<file path="src/gbcd_pkg.sv">
`default_nettype none
// ============================================================
// shared constants for the bus command decoder
// ============================================================
package gbcd_pkg;

   // widths of the bus byte, command code and primary address
   localparam int GBCD_BYTE_W = 8;
   localparam int GBCD_CMD_W  = 7;
   localparam int GBCD_ADDR_W = 5;

   // ============================================================
   // command codes, seven bits, top data line ignored
   // ============================================================
   localparam logic [6:0] GBCD_CMD_GTL = 7'h01;   // go to local
   localparam logic [6:0] GBCD_CMD_SDC = 7'h04;   // selective clear
   localparam logic [6:0] GBCD_CMD_GET = 7'h08;   // group trigger
   localparam logic [6:0] GBCD_CMD_DCL = 7'h14;   // universal clear
   localparam logic [6:0] GBCD_CMD_SPE = 7'h18;   // serial poll on
   localparam logic [6:0] GBCD_CMD_SPD = 7'h19;   // serial poll off
   localparam logic [6:0] GBCD_CMD_UNL = 7'h3F;   // unlisten
   localparam logic [6:0] GBCD_CMD_UNT = 7'h5F;   // untalk

   // ============================================================
   // command groups, held in code bits 6:5
   // ============================================================
   localparam logic [1:0] GBCD_GRP_CTL = 2'h0;    // addressed and universal
   localparam logic [1:0] GBCD_GRP_LAG = 2'h1;    // listen addresses
   localparam logic [1:0] GBCD_GRP_TAG = 2'h2;    // talk addresses
   localparam logic [1:0] GBCD_GRP_SCG = 2'h3;    // secondary, ignored

   // address value that no device may own
   localparam logic [4:0] GBCD_ADDR_NONE = 5'h1F;

   // ============================================================
   // reset values of the interface state
   // ============================================================
   localparam logic GBCD_RST_LISTEN = 1'b0;
   localparam logic GBCD_RST_TALK   = 1'b0;
   localparam logic GBCD_RST_REMOTE = 1'b0;
   localparam logic GBCD_RST_LOCK   = 1'b0;
   localparam logic GBCD_RST_SPOLL  = 1'b0;

   // acceptor handshake states
   typedef enum logic {GBCD_HS_RDY, GBCD_HS_ACPT} gbcd_hs_t;

endpackage
`default_nettype wire

</file>
<file path="src/gbcd_decoder.sv">
`default_nettype none
// ============================================================
// bus command decoder, instrument side
// ============================================================

// Summary of operation
// [RULE_01] attention bytes are commands, others are data
// [RULE_02] attention, clear, remote lines are inputs only
// [RULE_03] interface clear drops talk and listen
// [RULE_04] remote enable permits remote operation
// [RULE_05] end flag marks last data byte
// [RULE_06] drive service request while instrument asks
// [RULE_07] universal clear pulses device clear
// [RULE_08] local lockout locks the front panel
// [RULE_09] poll enable and disable set poll mode
// [RULE_10] addressed commands need own listen address
// [RULE_11] selective clear only while listen addressed
// [RULE_12] go to local ends remote, unlocks panel
// [RULE_13] group trigger pulses the trigger output
// [RULE_14] unlisten drops listen state
// [RULE_15] untalk drops talk state
// [RULE_16] listen 20-3F, talk 40-5F, low five address
// [RULE_17] secondary group bytes are ignored
// [RULE_18] eighth data line is ignored in commands
// [RULE_19] controller sends unlisten, address, command
// [RULE_20] data accepted only when listen addressed
// [RULE_21] primary address 0 to 30 from switches
// [RULE_22] switches read once after power-up reset
// [RULE_23] all bus lines are active low
// [RULE_24] three-wire interlocked byte handshake
// [RULE_25] own talk address sets talk, other clears
module gbcd_decoder
   import gbcd_pkg::*;
#(
   parameter logic [6:0] LOCKOUT_CODE = 7'h11,   // local lockout code
   parameter bit         TRIG_UNADDR  = 1'b0     // trigger without address
) (
   // clock and reset
   input  wire logic       core_clk,
   input  wire logic       sys_rst,
   // bus pins, active low, controller-only lines are inputs
   input  wire logic [7:0] bus_dio_n,
   input  wire logic       bus_dav_n,
   input  wire logic       bus_atn_n,
   input  wire logic       bus_ifc_n,
   input  wire logic       bus_ren_n,
   input  wire logic       bus_eoi_n,
   // open-drain bus outputs, enable low while pulling
   output logic            bus_nrfd_out,
   output logic            bus_nrfd_oe_n,
   output logic            bus_ndac_out,
   output logic            bus_ndac_oe_n,
   output logic            bus_srq_out,
   output logic            bus_srq_oe_n,
   // address switches
   input  wire logic [4:0] addr_sw,
   // instrument requests
   input  wire logic       dd_ready,
   input  wire logic       svc_req,
   // received device data
   output logic [7:0]      dd_data,
   output logic            dd_valid,
   output logic            dd_end,
   // interface state
   output logic            listen,
   output logic            talk,
   output logic            remote,
   output logic            panel_lock,
   output logic            spoll_mode,
   output logic [4:0]      my_addr,
   output logic            addr_ok,
   // one-cycle events
   output logic            dev_clear,
   output logic            trigger
);

   // a lockout code outside the control group would also match an address or secondary byte
   if (LOCKOUT_CODE[6:5] != GBCD_GRP_CTL) begin : g_bad_llo
      $error("gbcd_decoder: LOCKOUT_CODE must lie below 7'h20");
   end

   // ============================================================
   // decode helpers
   // ============================================================

   // exact match of a seven-bit code
   function automatic logic cmd_is(input logic [6:0] c, input logic [6:0] k);
      return c == k;
   endfunction

   // address byte of the given group naming this device
   function automatic logic own_addr(input logic [6:0] c, input logic [1:0] g,
                                     input logic [4:0] a, input logic ok);
      return ok && c[6:5] == g && c[4:0] == a;   // RULE_17
   endfunction

   // ============================================================
   // pin synchronisers
   // ============================================================
   logic [17:0] pin_q;      // synchronised pins, raw polarity
   logic [7:0]  dio;        // data lines, active high
   logic        dav;        // data valid
   logic        atn;        // attention
   logic        ifc;        // interface clear
   logic        ren;        // remote enable
   logic        eoi;        // end or identify
   logic [4:0]  addr_now;   // switch setting, live

   gbcd_sync #(
      .WIDTH (18)
   ) u_sync (
      .core_clk (core_clk),
      .d        ({bus_dio_n, bus_dav_n, bus_atn_n, bus_ifc_n,
                  bus_ren_n, bus_eoi_n, addr_sw}),
      .q        (pin_q)
   );

   // low level on the wire means asserted
   assign dio      = ~pin_q[17:10];   // RULE_23
   assign dav      = ~pin_q[9];       // RULE_23
   assign atn      = ~pin_q[8];       // RULE_23
   assign ifc      = ~pin_q[7];       // RULE_23
   assign ren      = ~pin_q[6];       // RULE_23
   assign eoi      = ~pin_q[5];       // RULE_23
   assign addr_now = pin_q[4:0];

   // ============================================================
   // byte acceptor
   // ============================================================
   logic       nrfd_drv;   // pull nrfd
   logic       ndac_drv;   // pull ndac
   logic       rx_stb;     // one byte taken
   logic [7:0] rx_data;    // byte taken
   logic       rx_atn;     // byte came under attention
   logic       rx_eoi;     // byte came with end flag

   // commands always accepted; data only while listening
   gbcd_hshk u_hshk (
      .core_clk (core_clk),
      .sys_rst  (sys_rst),
      .active   (atn || listen),     // RULE_20
      .ready    (atn || dd_ready),
      .dav      (dav),
      .atn      (atn),
      .eoi      (eoi),
      .dio      (dio),
      .nrfd_drv (nrfd_drv),
      .ndac_drv (ndac_drv),
      .rx_stb   (rx_stb),
      .rx_data  (rx_data),
      .rx_atn   (rx_atn),
      .rx_eoi   (rx_eoi)
   );

   // open-drain: output value fixed low, enable carries the level
   assign bus_nrfd_out  = 1'b0;
   assign bus_nrfd_oe_n = ~nrfd_drv;
   assign bus_ndac_out  = 1'b0;
   assign bus_ndac_oe_n = ~ndac_drv;
   assign bus_srq_out   = 1'b0;

   // ============================================================
   // command classification
   // ============================================================
   logic [6:0] cmd;        // seven-bit command code
   logic       cmd_stb;    // command byte taken
   logic       data_stb;   // data byte taken

   assign cmd      = rx_data[6:0];        // RULE_18
   assign cmd_stb  = rx_stb && rx_atn;    // RULE_01
   assign data_stb = rx_stb && !rx_atn;   // RULE_01

   // ============================================================
   // primary address, caught once after reset release
   // ============================================================
   logic addr_taken;   // switches already read

   // later switch moves are ignored until the next power-up
   always_ff @(posedge core_clk) begin
      if (sys_rst) begin
         addr_taken <= 1'b0;
         my_addr    <= GBCD_ADDR_NONE;
      end else if (!addr_taken) begin
         addr_taken <= 1'b1;       // RULE_22
         my_addr    <= addr_now;   // RULE_22
      end
   end

   // the all-ones setting is not a device address
   assign addr_ok = addr_taken && my_addr != GBCD_ADDR_NONE;   // RULE_21

   // ============================================================
   // listener and talker state
   // ============================================================

   // listen: own address sets, unlisten clears, others leave it
   always_ff @(posedge core_clk) begin
      if (sys_rst || ifc) begin
         listen <= GBCD_RST_LISTEN;   // RULE_03
      end else if (cmd_stb) begin
         if (cmd_is(cmd, GBCD_CMD_UNL)) begin
            listen <= 1'b0;           // RULE_14
         end else if (own_addr(cmd, GBCD_GRP_LAG, my_addr, addr_ok)) begin
            listen <= 1'b1;           // RULE_16
         end
      end
   end

   // talk: only one talker, so any other talk address clears
   always_ff @(posedge core_clk) begin
      if (sys_rst || ifc) begin
         talk <= GBCD_RST_TALK;       // RULE_03
      end else if (cmd_stb) begin
         if (cmd_is(cmd, GBCD_CMD_UNT)) begin
            talk <= 1'b0;             // RULE_15
         end else if (cmd[6:5] == GBCD_GRP_TAG) begin
            talk <= own_addr(cmd, GBCD_GRP_TAG, my_addr, addr_ok);   // RULE_25
         end
      end
   end

   // ============================================================
   // serial poll, remote and lockout
   // ============================================================

   // poll mode is universal; no address needed
   always_ff @(posedge core_clk) begin
      if (sys_rst || ifc) begin
         spoll_mode <= GBCD_RST_SPOLL;
      end else if (cmd_stb && cmd_is(cmd, GBCD_CMD_SPE)) begin
         spoll_mode <= 1'b1;          // RULE_09
      end else if (cmd_stb && cmd_is(cmd, GBCD_CMD_SPD)) begin
         spoll_mode <= 1'b0;          // RULE_09
      end
   end

   // remote entered by own listen address under remote enable
   always_ff @(posedge core_clk) begin
      if (sys_rst || !ren) begin
         remote <= GBCD_RST_REMOTE;   // RULE_04
      end else if (cmd_stb && listen && cmd_is(cmd, GBCD_CMD_GTL)) begin
         remote <= 1'b0;              // RULE_12
      end else if (cmd_stb && own_addr(cmd, GBCD_GRP_LAG, my_addr, addr_ok)) begin
         remote <= 1'b1;              // RULE_04
      end
   end

   // lockout survives unlisten but not go-to-local
   always_ff @(posedge core_clk) begin
      if (sys_rst || !ren) begin
         panel_lock <= GBCD_RST_LOCK;
      end else if (cmd_stb && listen && cmd_is(cmd, GBCD_CMD_GTL)) begin
         panel_lock <= 1'b0;          // RULE_12
      end else if (cmd_stb && cmd_is(cmd, LOCKOUT_CODE)) begin
         panel_lock <= 1'b1;          // RULE_08
      end
   end

   // ============================================================
   // clear and trigger events
   // ============================================================

   // secondary group bytes fall through every branch: ignored
   always_ff @(posedge core_clk) begin
      if (sys_rst) begin
         dev_clear <= 1'b0;
         trigger   <= 1'b0;
      end else begin
         dev_clear <= cmd_stb && (cmd_is(cmd, GBCD_CMD_DCL)              // RULE_07
                      || (listen && cmd_is(cmd, GBCD_CMD_SDC)));         // RULE_11 RULE_10
         trigger   <= cmd_stb && cmd_is(cmd, GBCD_CMD_GET)
                      && (listen || TRIG_UNADDR);                        // RULE_13 RULE_10
      end
   end

   // ============================================================
   // device data path and service request
   // ============================================================

   // data bytes pass one per handshake with their end flag
   always_ff @(posedge core_clk) begin
      if (sys_rst) begin
         dd_valid <= 1'b0;
         dd_data  <= 8'h00;
         dd_end   <= 1'b0;
      end else begin
         dd_valid <= data_stb && listen;   // RULE_20
         if (data_stb && listen) begin
            dd_data <= rx_data;
            dd_end  <= rx_eoi;             // RULE_05
         end
      end
   end

   // service request line follows the instrument's request
   always_ff @(posedge core_clk) begin
      if (sys_rst) begin
         bus_srq_oe_n <= 1'b1;
      end else begin
         bus_srq_oe_n <= ~svc_req;   // RULE_06
      end
   end
endmodule
`default_nettype wire

</file>
<file path="src/gbcd_sync.sv">
`default_nettype none
// ============================================================
// two flip-flop synchroniser for pin inputs
// ============================================================
module gbcd_sync
   import gbcd_pkg::*;
#(
   parameter int WIDTH = 1
) (
   // clock
   input  wire logic             core_clk,
   // asynchronous inputs and their synchronised copies
   input  wire logic [WIDTH-1:0] d,
   output var  logic [WIDTH-1:0] q
);

   // refuse an empty vector
   if (WIDTH < 1) begin : g_bad_width
      $error("gbcd_sync: WIDTH must be at least one");
   end

   logic [WIDTH-1:0] meta;   // first stage, read only by the second

   // no reset: the chain flushes while sys_rst is held
   always_ff @(posedge core_clk) begin
      meta <= d;
      q    <= meta;
   end

endmodule
`default_nettype wire

</file>
<file path="src/gbcd_hshk.sv">
`default_nettype none
// ============================================================
// three-wire acceptor handshake, one strobe per byte
// ============================================================
module gbcd_hshk
   import gbcd_pkg::*;
(
   // clock and reset
   input  wire logic       core_clk,
   input  wire logic       sys_rst,
   // synchronised bus inputs, active high here
   input  wire logic       active,
   input  wire logic       ready,
   input  wire logic       dav,
   input  wire logic       atn,
   input  wire logic       eoi,
   input  wire logic [7:0] dio,
   // line drives, high means pull the line low
   output logic            nrfd_drv,
   output logic            ndac_drv,
   // captured byte
   output logic            rx_stb,
   output logic [7:0]      rx_data,
   output logic            rx_atn,
   output logic            rx_eoi
);

   gbcd_hs_t state;   // acceptor position in the interlock

   // state walk; leaving the bus releases both lines at once
   always_ff @(posedge core_clk) begin
      if (sys_rst || !active) begin
         state <= GBCD_HS_RDY;
      end else begin
         unique case (state)
            GBCD_HS_RDY: begin
               // a byte is only taken once we let nrfd go
               if (dav && ready) begin
                  state <= GBCD_HS_ACPT;
               end
            end
            GBCD_HS_ACPT: begin
               // wait for the source to drop data valid
               if (!dav) begin
                  state <= GBCD_HS_RDY;
               end
            end
         endcase
      end
   end

   // byte capture, data and flags taken in the same edge
   always_ff @(posedge core_clk) begin
      if (sys_rst) begin
         rx_stb  <= 1'b0;
         rx_data <= 8'h00;
         rx_atn  <= 1'b0;
         rx_eoi  <= 1'b0;
      end else begin
         rx_stb <= active && state == GBCD_HS_RDY && dav && ready;   // RULE_24
         if (active && state == GBCD_HS_RDY && dav && ready) begin
            rx_data <= dio;
            rx_atn  <= atn;
            rx_eoi  <= eoi;
         end
      end
   end

   // nrfd held while busy or not ready, ndac held until accepted
   assign nrfd_drv = active && (state == GBCD_HS_ACPT || !ready);   // RULE_24
   assign ndac_drv = active && state == GBCD_HS_RDY;                // RULE_24
endmodule
`default_nettype wire

</file>
<file path="config.mk">
export PLATFORM = sky130hd
export DESIGN_NAME = gbcd_decoder
export DESIGN_NICKNAME = d
export VERILOG_FILES = /design/src/gbcd_pkg.sv /design/src/gbcd_decoder.sv /design/src/gbcd_sync.sv /design/src/gbcd_hshk.sv
export SDC_FILE = /design/constraint.sdc
export NUM_CORES = 1
export LEC_CHECK = 0
export BUFFER_PORTS_ARGS = -buffer_cell sky130_fd_sc_hd__buf_2
export CORE_MARGIN = 1.5
export CORE_UTILIZATION = 40
export DETAILED_ROUTE_END_ITERATION = 10
export GPL_TIMING_DRIVEN = 0
export PLACE_DENSITY = 0.6
export SETUP_SLACK_MARGIN = 0.4
export SYNTH_ARGS = -nofsm -noshare
export SYNTH_HDL_FRONTEND = slang
export SYNTH_SLANG_ARGS = --single-unit
</file>
<file path="constraint.sdc">
create_clock -name core_clk -period 1.66 [get_ports core_clk]
set_input_delay 0.166 -clock core_clk [delete_from_list [all_inputs] [get_ports core_clk]]
set_output_delay 0.166 -clock core_clk [all_outputs]
set_load 0.1 [all_outputs]
</file>
* After elaboration in Yosys (flattened, before gate mapping)
Cells that the tools add are included.
** Cells by class
- Add/subtract/negate cells :: 0
- $mul :: 0
- Divide/modulo/power cells :: 0
- Magnitude comparators :: 0
- Eq/ne operators :: 13
- Shifts and indexed selects :: 0
- Multiplexer cells :: 10
- Bitwise logic cells :: 9
- Reductions and logical operators :: 39
** Operators with widths (number)
- 7-bit by 5-bit == test with 1-bit output (second input constant) :: 4
- 1-bit logical AND :: 23
- 1-bit 2-to-1 mux :: 9
- 1-bit inverter :: 8
- 8-bit inverter :: 1
- 7-bit by 1-bit == test with 1-bit output (second input constant) :: 1
- 7-bit by 3-bit == test with 1-bit output (second input constant) :: 1
- 7-bit by 4-bit == test with 1-bit output (second input constant) :: 1
- 7-bit by 6-bit == test with 1-bit output (second input constant) :: 1
- 7-bit == test (second input constant) :: 1
- 1-bit logical OR :: 7
- 2-bit nonzero test :: 3
- 5-bit == test :: 1
- 5-bit inequality test (second input constant) :: 1
- 2-bit AND reduction :: 2
- 1-bit logical NOT :: 3
- 2-bit by 1-bit == test with 1-bit output (second input constant) :: 1
- 2-bit == test (second input constant) :: 1
- 1-bit one-hot mux with 2 select lines :: 1
- 2-bit OR reduction :: 1
** Storage, ports and cells
- Flip-flop bits (word level) :: 72
- Latch bits :: 0
- Memory bits (writable) :: 0
- ROM bits :: 0
- Input port bits :: 22
- Logic and storage cells :: 91
- Memories :: 0

* Logic depth before layout (Yosys ltp)
Gate-level depths: netlist (run 1).
- Depth after elaboration :: 6
- Gate-level depth with buffers :: 5

* By module
From an unflattened synthesis (run 1), not the netlist that was laid out.
** Unflattened totals
- Cell total of the unflattened synthesis :: 209
- Area, all modules :: 2321.0 µm²
** Modules (own cells, without submodules)
- gbcd_decoder :: instances 1, cells each 121, area an instance 1062.3 µm², sequential area each 480.5 µm²
- gbcd_sync :: instances 1, cells each 36, area an instance 720.7 µm², sequential area each 720.7 µm²
- gbcd_hshk :: instances 1, cells each 52, area an instance 538.0 µm², sequential area each 240.2 µm²

* Worst setup path before layout (run 1)
Ideal clock, no wire load.
- Kind :: flip-flop to output port
- Start point :: reg my_addr[3]
- End point :: out addr_ok
- Arrival :: 2.489 ns
- Data required time :: 1.494 ns
- Setup slack :: -0.995 ns
- Cell stages (with the launch flop) :: 3
- Path buffers :: 0
- Cell sequence :: dfxtp_1 and4_4 a21boi_1
** Between the ends
- Word-level cells in the longest chain between the ends :: 2
** Ends and longest elaborated chain
- start: declaration :: line gbcd_decoder.sv:70 : output logic [4:0] my_addr,
- start signal: assignment :: line gbcd_decoder.sv:185 : my_addr <= addr_now;
- 5-bit inequality test :: line gbcd_decoder.sv:190 : assign addr_ok = addr_taken && my_addr != GBCD_ADDR_NONE;
- 1-bit logical AND :: line gbcd_decoder.sv:190
- end: declaration :: line gbcd_decoder.sv:71 : output logic addr_ok,
Every way passes these cells.

* Final worst setup path (run 1)
- Start point :: reg u_hshk.rx_data[3]
- End point :: reg talk
** Between the ends
- Word-level cells in the longest chain between the ends :: 4
- Elaborated cells on any way between the ends :: 7
** Ends and longest elaborated chain
- start: declaration :: line gbcd_hshk.sv:23 : output logic [7:0] rx_data,
- start signal: assignment :: line gbcd_hshk.sv:62 : rx_data <= dio;
- 5-bit == test :: line gbcd_decoder.sv:94 : return ok && c[6:5] == g && c[4:0] == a;
- 1-bit logical AND :: line gbcd_decoder.sv:94
- 1-bit 2-to-1 mux :: line gbcd_decoder.sv:216 : end else if (cmd[6:5] == GBCD_GRP_TAG) begin
- 1-bit 2-to-1 mux :: line gbcd_decoder.sv:214 : if (cmd_is(cmd, GBCD_CMD_UNT)) begin
- end signal: assignment :: line gbcd_decoder.sv:217 : talk <= own_addr(cmd, GBCD_GRP_TAG, my_addr, addr_ok);
- end: declaration :: line gbcd_decoder.sv:66 : output logic talk,
Several ways; a longest one is shown, not always the timed one. The select of a mux whose other input is x is not followed.
A chain may end at the register's enable or synchronous reset.

==> results.toml, run 1 <==
[run_status]
status = "finished clean"

[timing]
finalCritPeriodShare = 0.834
setup_tns_ns = 0
fin_skew_ns = 0.00824
rsz0062_at_grt = "true"
hold_slack_ns = 0.273
setup_viol = 0
period_needed_ns = 1.38
finalHoldViolCount = 0
fmaxAchievable_mhz = 722
slew_violations = 0

[placement]
dpl.hpwl_mm = 2.63
placed_area_mm2 = 0.00255
portBuffers = 46
dp.cells = 306
gp_congestion = 0.760

[critical_path]
endpoint_kind = "register"
criticalPathCategory = "reg2reg"
rr_startpoint = "u_hshk.rx_data[3]"
cp.arrival_ns = 1.65
cp-startpoint = "u_hshk.rx_data[3]"
crit_path_start_kind = "register"
worstPathRequired_ns = 1.93
cp_max_fo = 2

[logic_synthesis]
syn_area_mm2 = 0.00216
synth_top_family_by_area = "simple AND/OR/NAND/NOR gates"
synthCells = 188
synthSimpleGateAreaFrac = 0.131
synthFlopType = "dfxtp_1"
synthAdderAreaFrac = 0
synth_largest_area_cell = "dfxtp_1"
synth_xor_xnor_area_share = 0.0162
async_flop_share = 0
synthMuxAreaShare = 0.0649
synth_seq_cells = 72
synth_area_leaders = "dfxtp_1 (67%), mux2i_1 (6.5%), a211oi_1 (4.5%), nor2_1 (4.3%), nand2_1 (1.9%)"
synth_warnings = 0
yosysMostFrequentCell = "dfxtp_1"
netlist_top_cells_count = "dfxtp_1 (72), nor2_1 (25), mux2i_1 (14)"
ys_types = 35
synth_edf_count = 0
synth-compound-area-share = 0.0823
synth_top_cell_area_share = 0.667
syn_avg_cell_area_um2 = 11.5
ys_seq_area_frac = 0.667

[clock_network]
cts_max_path_buffers = 2
clkLatencyLatePin_ns = 0.33
clkTransAtPathRegs_ns = 0.08
cts_root_buf = "clkbuf_8"
clock-sinks = 72
tritoncts = "done"
htree_levels = 3
cts_made_buffers = 9

[layout]
syn_to_final_growth_pct = 57.4
final_nets = 306
diodes = 0
drive_above_1_share = 0.453
stdcell_area_mm2 = 0.00340
fin_cells = 359

[flow_run]
drv_cap = 0

[floorplanning]
io-pin-count = 51
row_count = 26
die_area_mm2 = 0.00585
die_h_um = 76.5
start_util = 0.420
core_mm2 = 0.00514
die_x_um = 76.5

[hold_path]
hold_path_class = "in2reg"
min_from = "dd_ready"

[route]
wl_mm = 4.42
drt_first_pass_iters = 4
drc_errors = 0
drt_iter0_drc = 124
avgRoutedWirePerCell_um = 12.3
ant_nets = 0
vias_per_cell = 4.64
dr_total_vias = 1667

[power_and_ir_drop]
p_leak_nw = 1.52
ir_drop_uv = 783
power.total_w = 0.00368
p_per_area_mw_per_mm2 = 1080

[global_route]
grtUsageTotal = 0.157
grt_pass1_vias = 1554
grt_max_degree = 13
grt_overflow = 0
antenna_found_initial = 0
grt_pass1_wl_mm = 7.13
## worst paths after layout
check | endpoint | slack [ns] | cells after the start
hold reg to reg | u_sync.q[8] | 0.33 | 0
setup / recovery | talk | 0.28 | 5
setup reg to reg | talk | 0.28 | 5
hold / removal | u_hshk.rx_stb | 0.27 | 4
## sequential cells by signal (all words and copies together), names as in the netlist, 5 cells and up
name	count
my_addr	5
u_hshk.rx_data	8
u_sync.q	18
u_sync.meta	18
dd_data	8
## routing by layer
metal,global-route usage,up-vias,part of all wire
met5,0,-,0
met4,0.0722,0,0.011
met3,0.0491,4,0.045
met2,0.252,49,0.50
met1,0.191,781,0.45
li1,-,833,-
## through the flow
stage	util	setup WS [ns]
6_report	0.661	0.275
5_1_grt	0.661	0.235
4_1_cts	0.629	0.258
3_5_place_dp	0.496	0.162
3_3_place_gp	0.496	0.180
2_1_floorplan	-	0.194
## cell families after synthesis
family | Yosys count
buffers and inverters | 16
XOR/XNOR | 4
other | 1
AO/OA/AOI/OAI | 24
AND/OR/NAND/NOR | 57
multiplexers | 14
flip-flops | 72
## placed cells by master, fill, tap and decap left out, drive strengths merged, types with 2 or more instances in the layout
cell type,n
nor2b,2
nand3b,3
conb,3
inv,3
nor2,25
o21ai,2
a21oi,2
dlygate4sd3,19
nand4,2
dfxtp,72
and4,2
a211oi,13
clkbuf,18
nor4,3
nand2,12
xnor2,4
mux2i,14
buf,73
nand2b,2
## report_power, final
group / switching (W) / internal (W) / total, W
clock: 0.000616 / 0.000765 / 0.00138
sequential: 0.0000449 / 0.00180 / 0.00184
combinational: 0.000259 / 0.000196 / 0.000456
total: 0.000920 / 0.00276 / 0.00368
## worst max-delay path, cell delays in order, from the launching register on
cell	delay, ns
dfxtp_2	0.32
buf_6	0.11
xnor2_2	0.13
nand3_2	0.11
or4_1	0.52
a21oi_2	0.12
## cell type report
| cell class | count | area, um^2 |
|---|---|---|
| Clock buffer | 13 | 191 |
| Tap cell | 70 | 87.6 |
| Buffer | 14 | 126 |
| Inverter | 2 | 7.51 |
| Timing Repair Buffer | 83 | 662 |
| Clock inverter | 3 | 18.8 |
| Multi-Input combinational cell | 102 | 830 |
| Fill cell | 407 | 1740 |
| Sequential cell | 72 | 1480 |
## what timing repair did
item                                    in CTS  in global routing
hold buffers                                19                  0
endpoints found under the setup margin      26                 29
cloned                                       0                  2
gates resized for setup                     56                 36
buffers inserted                            12                  4
endpoints found under the hold margin       19                  0
pin swaps                                    7                  5
No activity file was read; power rests on OpenSTA's default activity.
==> inputs of run 2 (changes only) <==
--- a/config.mk
+++ b/config.mk
@@ -5,12 +5,13 @@
 export SDC_FILE = /design/constraint.sdc
 export NUM_CORES = 1
 export LEC_CHECK = 0
+export ABC_AREA = 1
 export BUFFER_PORTS_ARGS = -buffer_cell sky130_fd_sc_hd__buf_2
 export CORE_MARGIN = 1.5
 export CORE_UTILIZATION = 40
 export DETAILED_ROUTE_END_ITERATION = 10
 export GPL_TIMING_DRIVEN = 0
-export PLACE_DENSITY = 0.6
+export PLACE_DENSITY = 0.63
 export SETUP_SLACK_MARGIN = 0.4
 export SYNTH_ARGS = -nofsm -noshare
 export SYNTH_HDL_FRONTEND = slang
==> constraint.sdc (replaced) <==
create_clock -name core_clk -period 1.18 [get_ports core_clk]
set_input_delay 0.118 -clock core_clk [delete_from_list [all_inputs] [get_ports core_clk]]
set_output_delay 0.118 -clock core_clk [all_outputs]
set_load 0.1 [all_outputs]
==> results.toml, run 2 <==
[timing]
slew_violations = 0
fmaxAchievable_mhz = 702
finalHoldViolCount = 0
worst_slack_ns = -0.245
finalCritPeriodShare = 1.21
rsz0062_at_grt = "true"
setup_tns_ns = -1.14
period_needed_ns = 1.42
setup_viol = 18
fin_skew_ns = 0.00561

[route]
drt_first_pass_iters = 4
vias_per_cell = 4.60
dr_total_vias = 1857
wl_mm = 5.79
drc_errors = 0
ant_nets = 0
avgRoutedWirePerCell_um = 14.3
drt_iter0_drc = 104

[hold_path]
min_from = "sys_rst"
hold_path_class = "in2reg"

[clock_network]
cts_made_buffers = 9
cts_root_buf = "clkbuf_8"
clkTransAtPathRegs_ns = 0.07
clock-sinks = 72
tritoncts = "done"
htree_levels = 3
clkLatencyLatePin_ns = 0.34
cts_max_path_buffers = 2

[critical_path]
endpoint_kind = "output port"
crit_path_start_kind = "register"
cp_num_buf_inv = 2
cp_top_family = "flip-flops"
slowest_delay_ns = 0.37
cpMaxStageDelayCell = "dfxtp_4"
criticalPathCategory = "reg2out"
cp_max_fo = 2
path_cells = "nand2_2 > o21ai_4 > clkinvlp_4 > buf_12"
worstPathRequired_ns = 1.06
cp-startpoint = "my_addr[0]"
cp.arrival_ns = 1.31
rr_startpoint = "my_addr[0]"

[global_route]
grt_max_degree = 12
antenna_found_initial = 0
grtUsageTotal = 0.183
grt_overflow = 0
grt_pass1_vias = 1792
grt_pass1_wl_mm = 8.20

[logic_synthesis]
synthFlopType = "dfxtp_1"
yosysMostFrequentCell = "dfxtp_1"
synth_area_leaders = "dfxtp_1 (65%), nand2_1 (5.1%), o21ai_1 (4.1%), nor2_1 (3.4%), a21oi_2 (3.2%)"
ys_seq_area_frac = 0.653
synth_warnings = 0
synthCells = 223
async_flop_share = 0
synth_largest_area_cell = "dfxtp_1"
ys_types = 27
syn_avg_cell_area_um2 = 9.90
synth_seq_cells = 72
syn_area_mm2 = 0.00221
netlist_top_cells_count = "dfxtp_1 (72), nand2_1 (30), nor2_1 (20)"
synth_top_cell_area_share = 0.653
synth_edf_count = 0

[layout]
diodes = 0
drive_above_1_share = 0.638
final_core_util = 0.766
final_nets = 351
largestRegisters = "u_sync.meta (18), u_sync.q (18)"
layout_commonest_cell = "dfxtp_1"
layout_common_cells = "dfxtp_1 (38), buf_12 (26), buf_2 (23)"
syn_to_final_growth_pct = 80.7

[floorplanning]
core_mm2 = 0.00520
die_area_mm2 = 0.00597
start_util = 0.424
die_h_um = 77.3
die_x_um = 77.3
row_count = 26
io-pin-count = 51

[run_status]
violations = "negative setup slack"
status = "finished, violations left"

[flow_run]
drv_cap = 0

[placement]
gp_congestion = 0.777
dpl.hpwl_mm = 2.90
portBuffers = 47

[power_and_ir_drop]
p_leak_nw = 1.64
p_per_area_mw_per_mm2 = 1300
ir_drop_uv = 954
==> run 2: layout make-up <==
type / instances / area [um^2]
plain buffers: 10 / 85.1
clock buffers: 14 / 173
clock inverters: 2 / 12.5
fillers: 311 / 1220
inverters: 19 / 87.6
multi-input cells: 124 / 946
flip-flops and latches: 72 / 1530
well taps: 70 / 87.6
repair buffers: 93 / 1070
==> run 2: cells by family (layout without fill, tap and decap cells) <==
kind of cell	Yosys count	count (layout)	synth area share
AO/OA/AOI/OAI	47	47	0.125
flip-flops	72	72	0.653
XOR/XNOR	3	3	0.0119
other	1	3	0.00170
AND/OR/NAND/NOR	71	71	0.146
buffers and inverters	29	138	0.0624
==> run 2: per-layer routing <==
metal	GRT usage	up-vias	part of all wire
li1	-	940	-
met1	0.206	858	0.42
met2	0.308	47	0.53
met3	0.0512	12	0.033
met4	0.104	0	0.025
met5	0	-	0
==> run 2: power breakdown <==
part,switching (W),internal [W]
combinational,0.000433,0.000317
clock,0.000880,0.000935
sequential,0.0000910,0.00252
==> run 2: what timing repair did <==
item / 4_1_cts / 5_1_grt
hold endpoints to repair: 19 / 0
gates resized for setup: 164 / 50
endpoints found under the setup margin: 60 / 61
buffers inserted: 17 / 8
pin swaps: 15 / 11
hold buffers: 19 / 0
gates cloned: 2 / 0
==> run 2: path summary, 6_finish.rpt <==
kind / depth (start not counted) / to / slack, ns
hold / removal: 2 / u_hshk.rx_stb / 0.08
setup / recovery: 4 / addr_ok / -0.24
hold reg to reg: 0 / u_sync.q[1] / 0.32
setup reg to reg: 7 / remote / -0.15
==> run 2: through the flow <==
| stage | std cells | power (W) | setup WS, ns | area [um^2] | hold slack [ns] |
|---|---|---|---|---|---|
| after floorplan | 225 | 0.00302 | -0.249 | 2340 | 0.146 |
| after global placement | 342 | 0.00312 | 0.0244 | 2660 | 0.220 |
| after detailed placement | 342 | 0.00312 | 0.0183 | 2660 | 0.222 |
| after CTS | 396 | 0.00512 | -0.179 | 3750 | 0.0317 |
| after global routing | 404 | 0.00538 | -0.303 | 3990 | 0.0600 |
| final | 404 | 0.00517 | -0.245 | 3990 | 0.0842 |
==> inputs of run 3 (changes only) <==
--- a/config.mk
+++ b/config.mk
@@ -12,6 +12,7 @@
 export DETAILED_ROUTE_END_ITERATION = 10
 export GPL_TIMING_DRIVEN = 0
 export PLACE_DENSITY = 0.63
+export REMOVE_ABC_BUFFERS = 1
 export SETUP_SLACK_MARGIN = 0.4
 export SYNTH_ARGS = -nofsm -noshare
 export SYNTH_HDL_FRONTEND = slang
==> results.toml, run 3 (synthesis gave the netlist of run 2 again) <==
[layout]
diodes = 0
largestRegisters = "u_sync.meta (18), u_sync.q (18)"
drive_above_1_share = 0.602
syn_to_final_growth_pct = 80.6
fin_cells = 407
layout_commonest_cell = "dfxtp_1"
fillers = 297
final_nets = 355
layout_common_cells = "dfxtp_1 (39), buf_12 (29), nand2_1 (23)"

[power_and_ir_drop]
p_leak_nw = 1.64
power.total_w = 0.00514
p_switching_w = 0.00139
p_per_area_mw_per_mm2 = 1290
power.internal_w = 0.00374
p_comb_frac = 0.144
pwr-share-clk = 0.349
ir_drop_uv = 924
seqPwrFrac = 0.507
p_sw_frac = 0.271

[global_route]
grt_max_degree = 30
grt_use_met2 = 0.340
antenna_found_initial = 0
grt_pass1_wl_mm = 9.21
met3_usage = 0.0512
grt_overflow = 0
use_met1 = 0.246
grtUsageTotal = 0.208
grt_pass1_vias = 1868
grt_busiest_layer = "met2"

[timing]
fin_skew_ns = 0.00929
slew_violations = 0
finalCritPeriodShare = 1.12
period_needed_ns = 1.33
finalHoldViolCount = 0
setup_viol = 24
fmaxAchievable_mhz = 754
worst_slack_ns = -0.145
rsz0062_at_grt = "true"
hold_slack_ns = 0.126

[critical_path]
r2r_end = "u_hshk.rx_data[6]"
endpoint = "addr_ok"
endpoint_kind = "output port"
criticalPathCategory = "reg2out"
regToRegSetupSlack_ns = -0.10
cp-startpoint = "my_addr[3]"
crit_path_start_kind = "register"
cp.arrival_ns = 1.21
rr_startpoint = "listen"
worstPathRequired_ns = 1.06
cp_max_fo = 3
worstRegToRegCells = 7

[floorplanning]
die_h_um = 77.3
start_util = 0.424
row_count = 26
die_x_um = 77.3
die_area_mm2 = 0.00597
io-pin-count = 51
core_mm2 = 0.00520

[run_status]
violations = "negative setup slack"
status = "finished, violations left"

[route]
avgRoutedWirePerCell_um = 16.2
ant_nets = 0
drt_first_pass_iters = 4
drt_iter0_drc = 133
drc_errors = 0
wl_mm = 6.60
dr_total_vias = 2002
vias_per_cell = 4.92

[clock_network]
tritoncts = "done"
cts_made_buffers = 9
htree_levels = 3
clkLatencyLatePin_ns = 0.35
clkTransAtPathRegs_ns = 0.07
cts_root_buf = "clkbuf_8"
clock-sinks = 72
cts_max_path_buffers = 2

[placement]
dpl.hpwl_mm = 2.64
portBuffers = 47
dp.cells = 332
gp_congestion = 0.815

[flow_run]
drv_cap = 0

[hold_path]
hold_path_class = "in2reg"
run 3: layout make-up:
class,instances,area (um^2),area share
Clock inverter,2,13.8,0.00345
Tap cell,70,87.6,0.0220
Sequential cell,72,1530,0.384
Multi-Input combinational cell,125,890,0.223
Timing Repair inverter,1,7.51,0.00188
Clock buffer,13,169,0.0424
Timing Repair Buffer,105,1200,0.301
Inverter,19,87.6,0.0220
run 3: timing repair:
item / 4_1_cts / 5_1_grt
gates resized for setup: 192 / 56
setup buffers: 28 / 11
pin swaps: 27 / 23
cloned: 1 / 1
endpoints found under the setup margin: 60 / 60
endpoints found under the hold margin: 19 / 0
hold buffers: 19 / 0
run 3: power by group through the flow:
stage          sequential, W  clock, W  combinational, W
4_1_cts              0.00261   0.00180          0.000667
3_5_place_dp         0.00266         0          0.000408
3_3_place_gp         0.00266         0          0.000402
2_1_floorplan        0.00274         0          0.000228
5_1_grt              0.00261   0.00191          0.000774
6_report             0.00260   0.00179          0.000739
run 3: worst max-delay path, cell delays in order, from the launching register on:
cell and delay [ns]:
dfxtp_4 0.36, nand3_2 0.08, o21ai_2 0.17, inv_2 0.07, buf_12 0.16
run 3: per-stage QoR:
stage / setup WS [ns] / util / setup TNS, ns / cell area (um^2)
floorplan: -1.48 / - / -25.98 / 2150
global placement: -0.448 / 0.475 / -7.04 / 2470
detailed placement: -0.506 / 0.475 / -7.42 / 2470
CTS: -0.124 / 0.716 / -0.539 / 3730
global route: -0.186 / 0.766 / -2.59 / 3990
finish: -0.145 / 0.766 / -1.43 / 3990
run 3: worst min path at each step:
stage,slack (ns),depth (start not counted),end,start
after global placement,0.22,1,u_sync.meta[17],bus_dio_n[7]
after detailed placement,0.22,1,u_sync.meta[17],bus_dio_n[7]
after floorplan,0.15,0,u_sync.meta[0],addr_sw[0]
after CTS,0.04,2,dd_valid,sys_rst
after global routing,0.12,2,dd_valid,sys_rst
final,0.13,2,dd_valid,sys_rst
run 3: metal layers:
layer,vias to the layer above,part of all wire
li1,947,-
met5,-,0
met1,934,0.39
met4,0,0.043
met2,97,0.51
met3,24,0.059
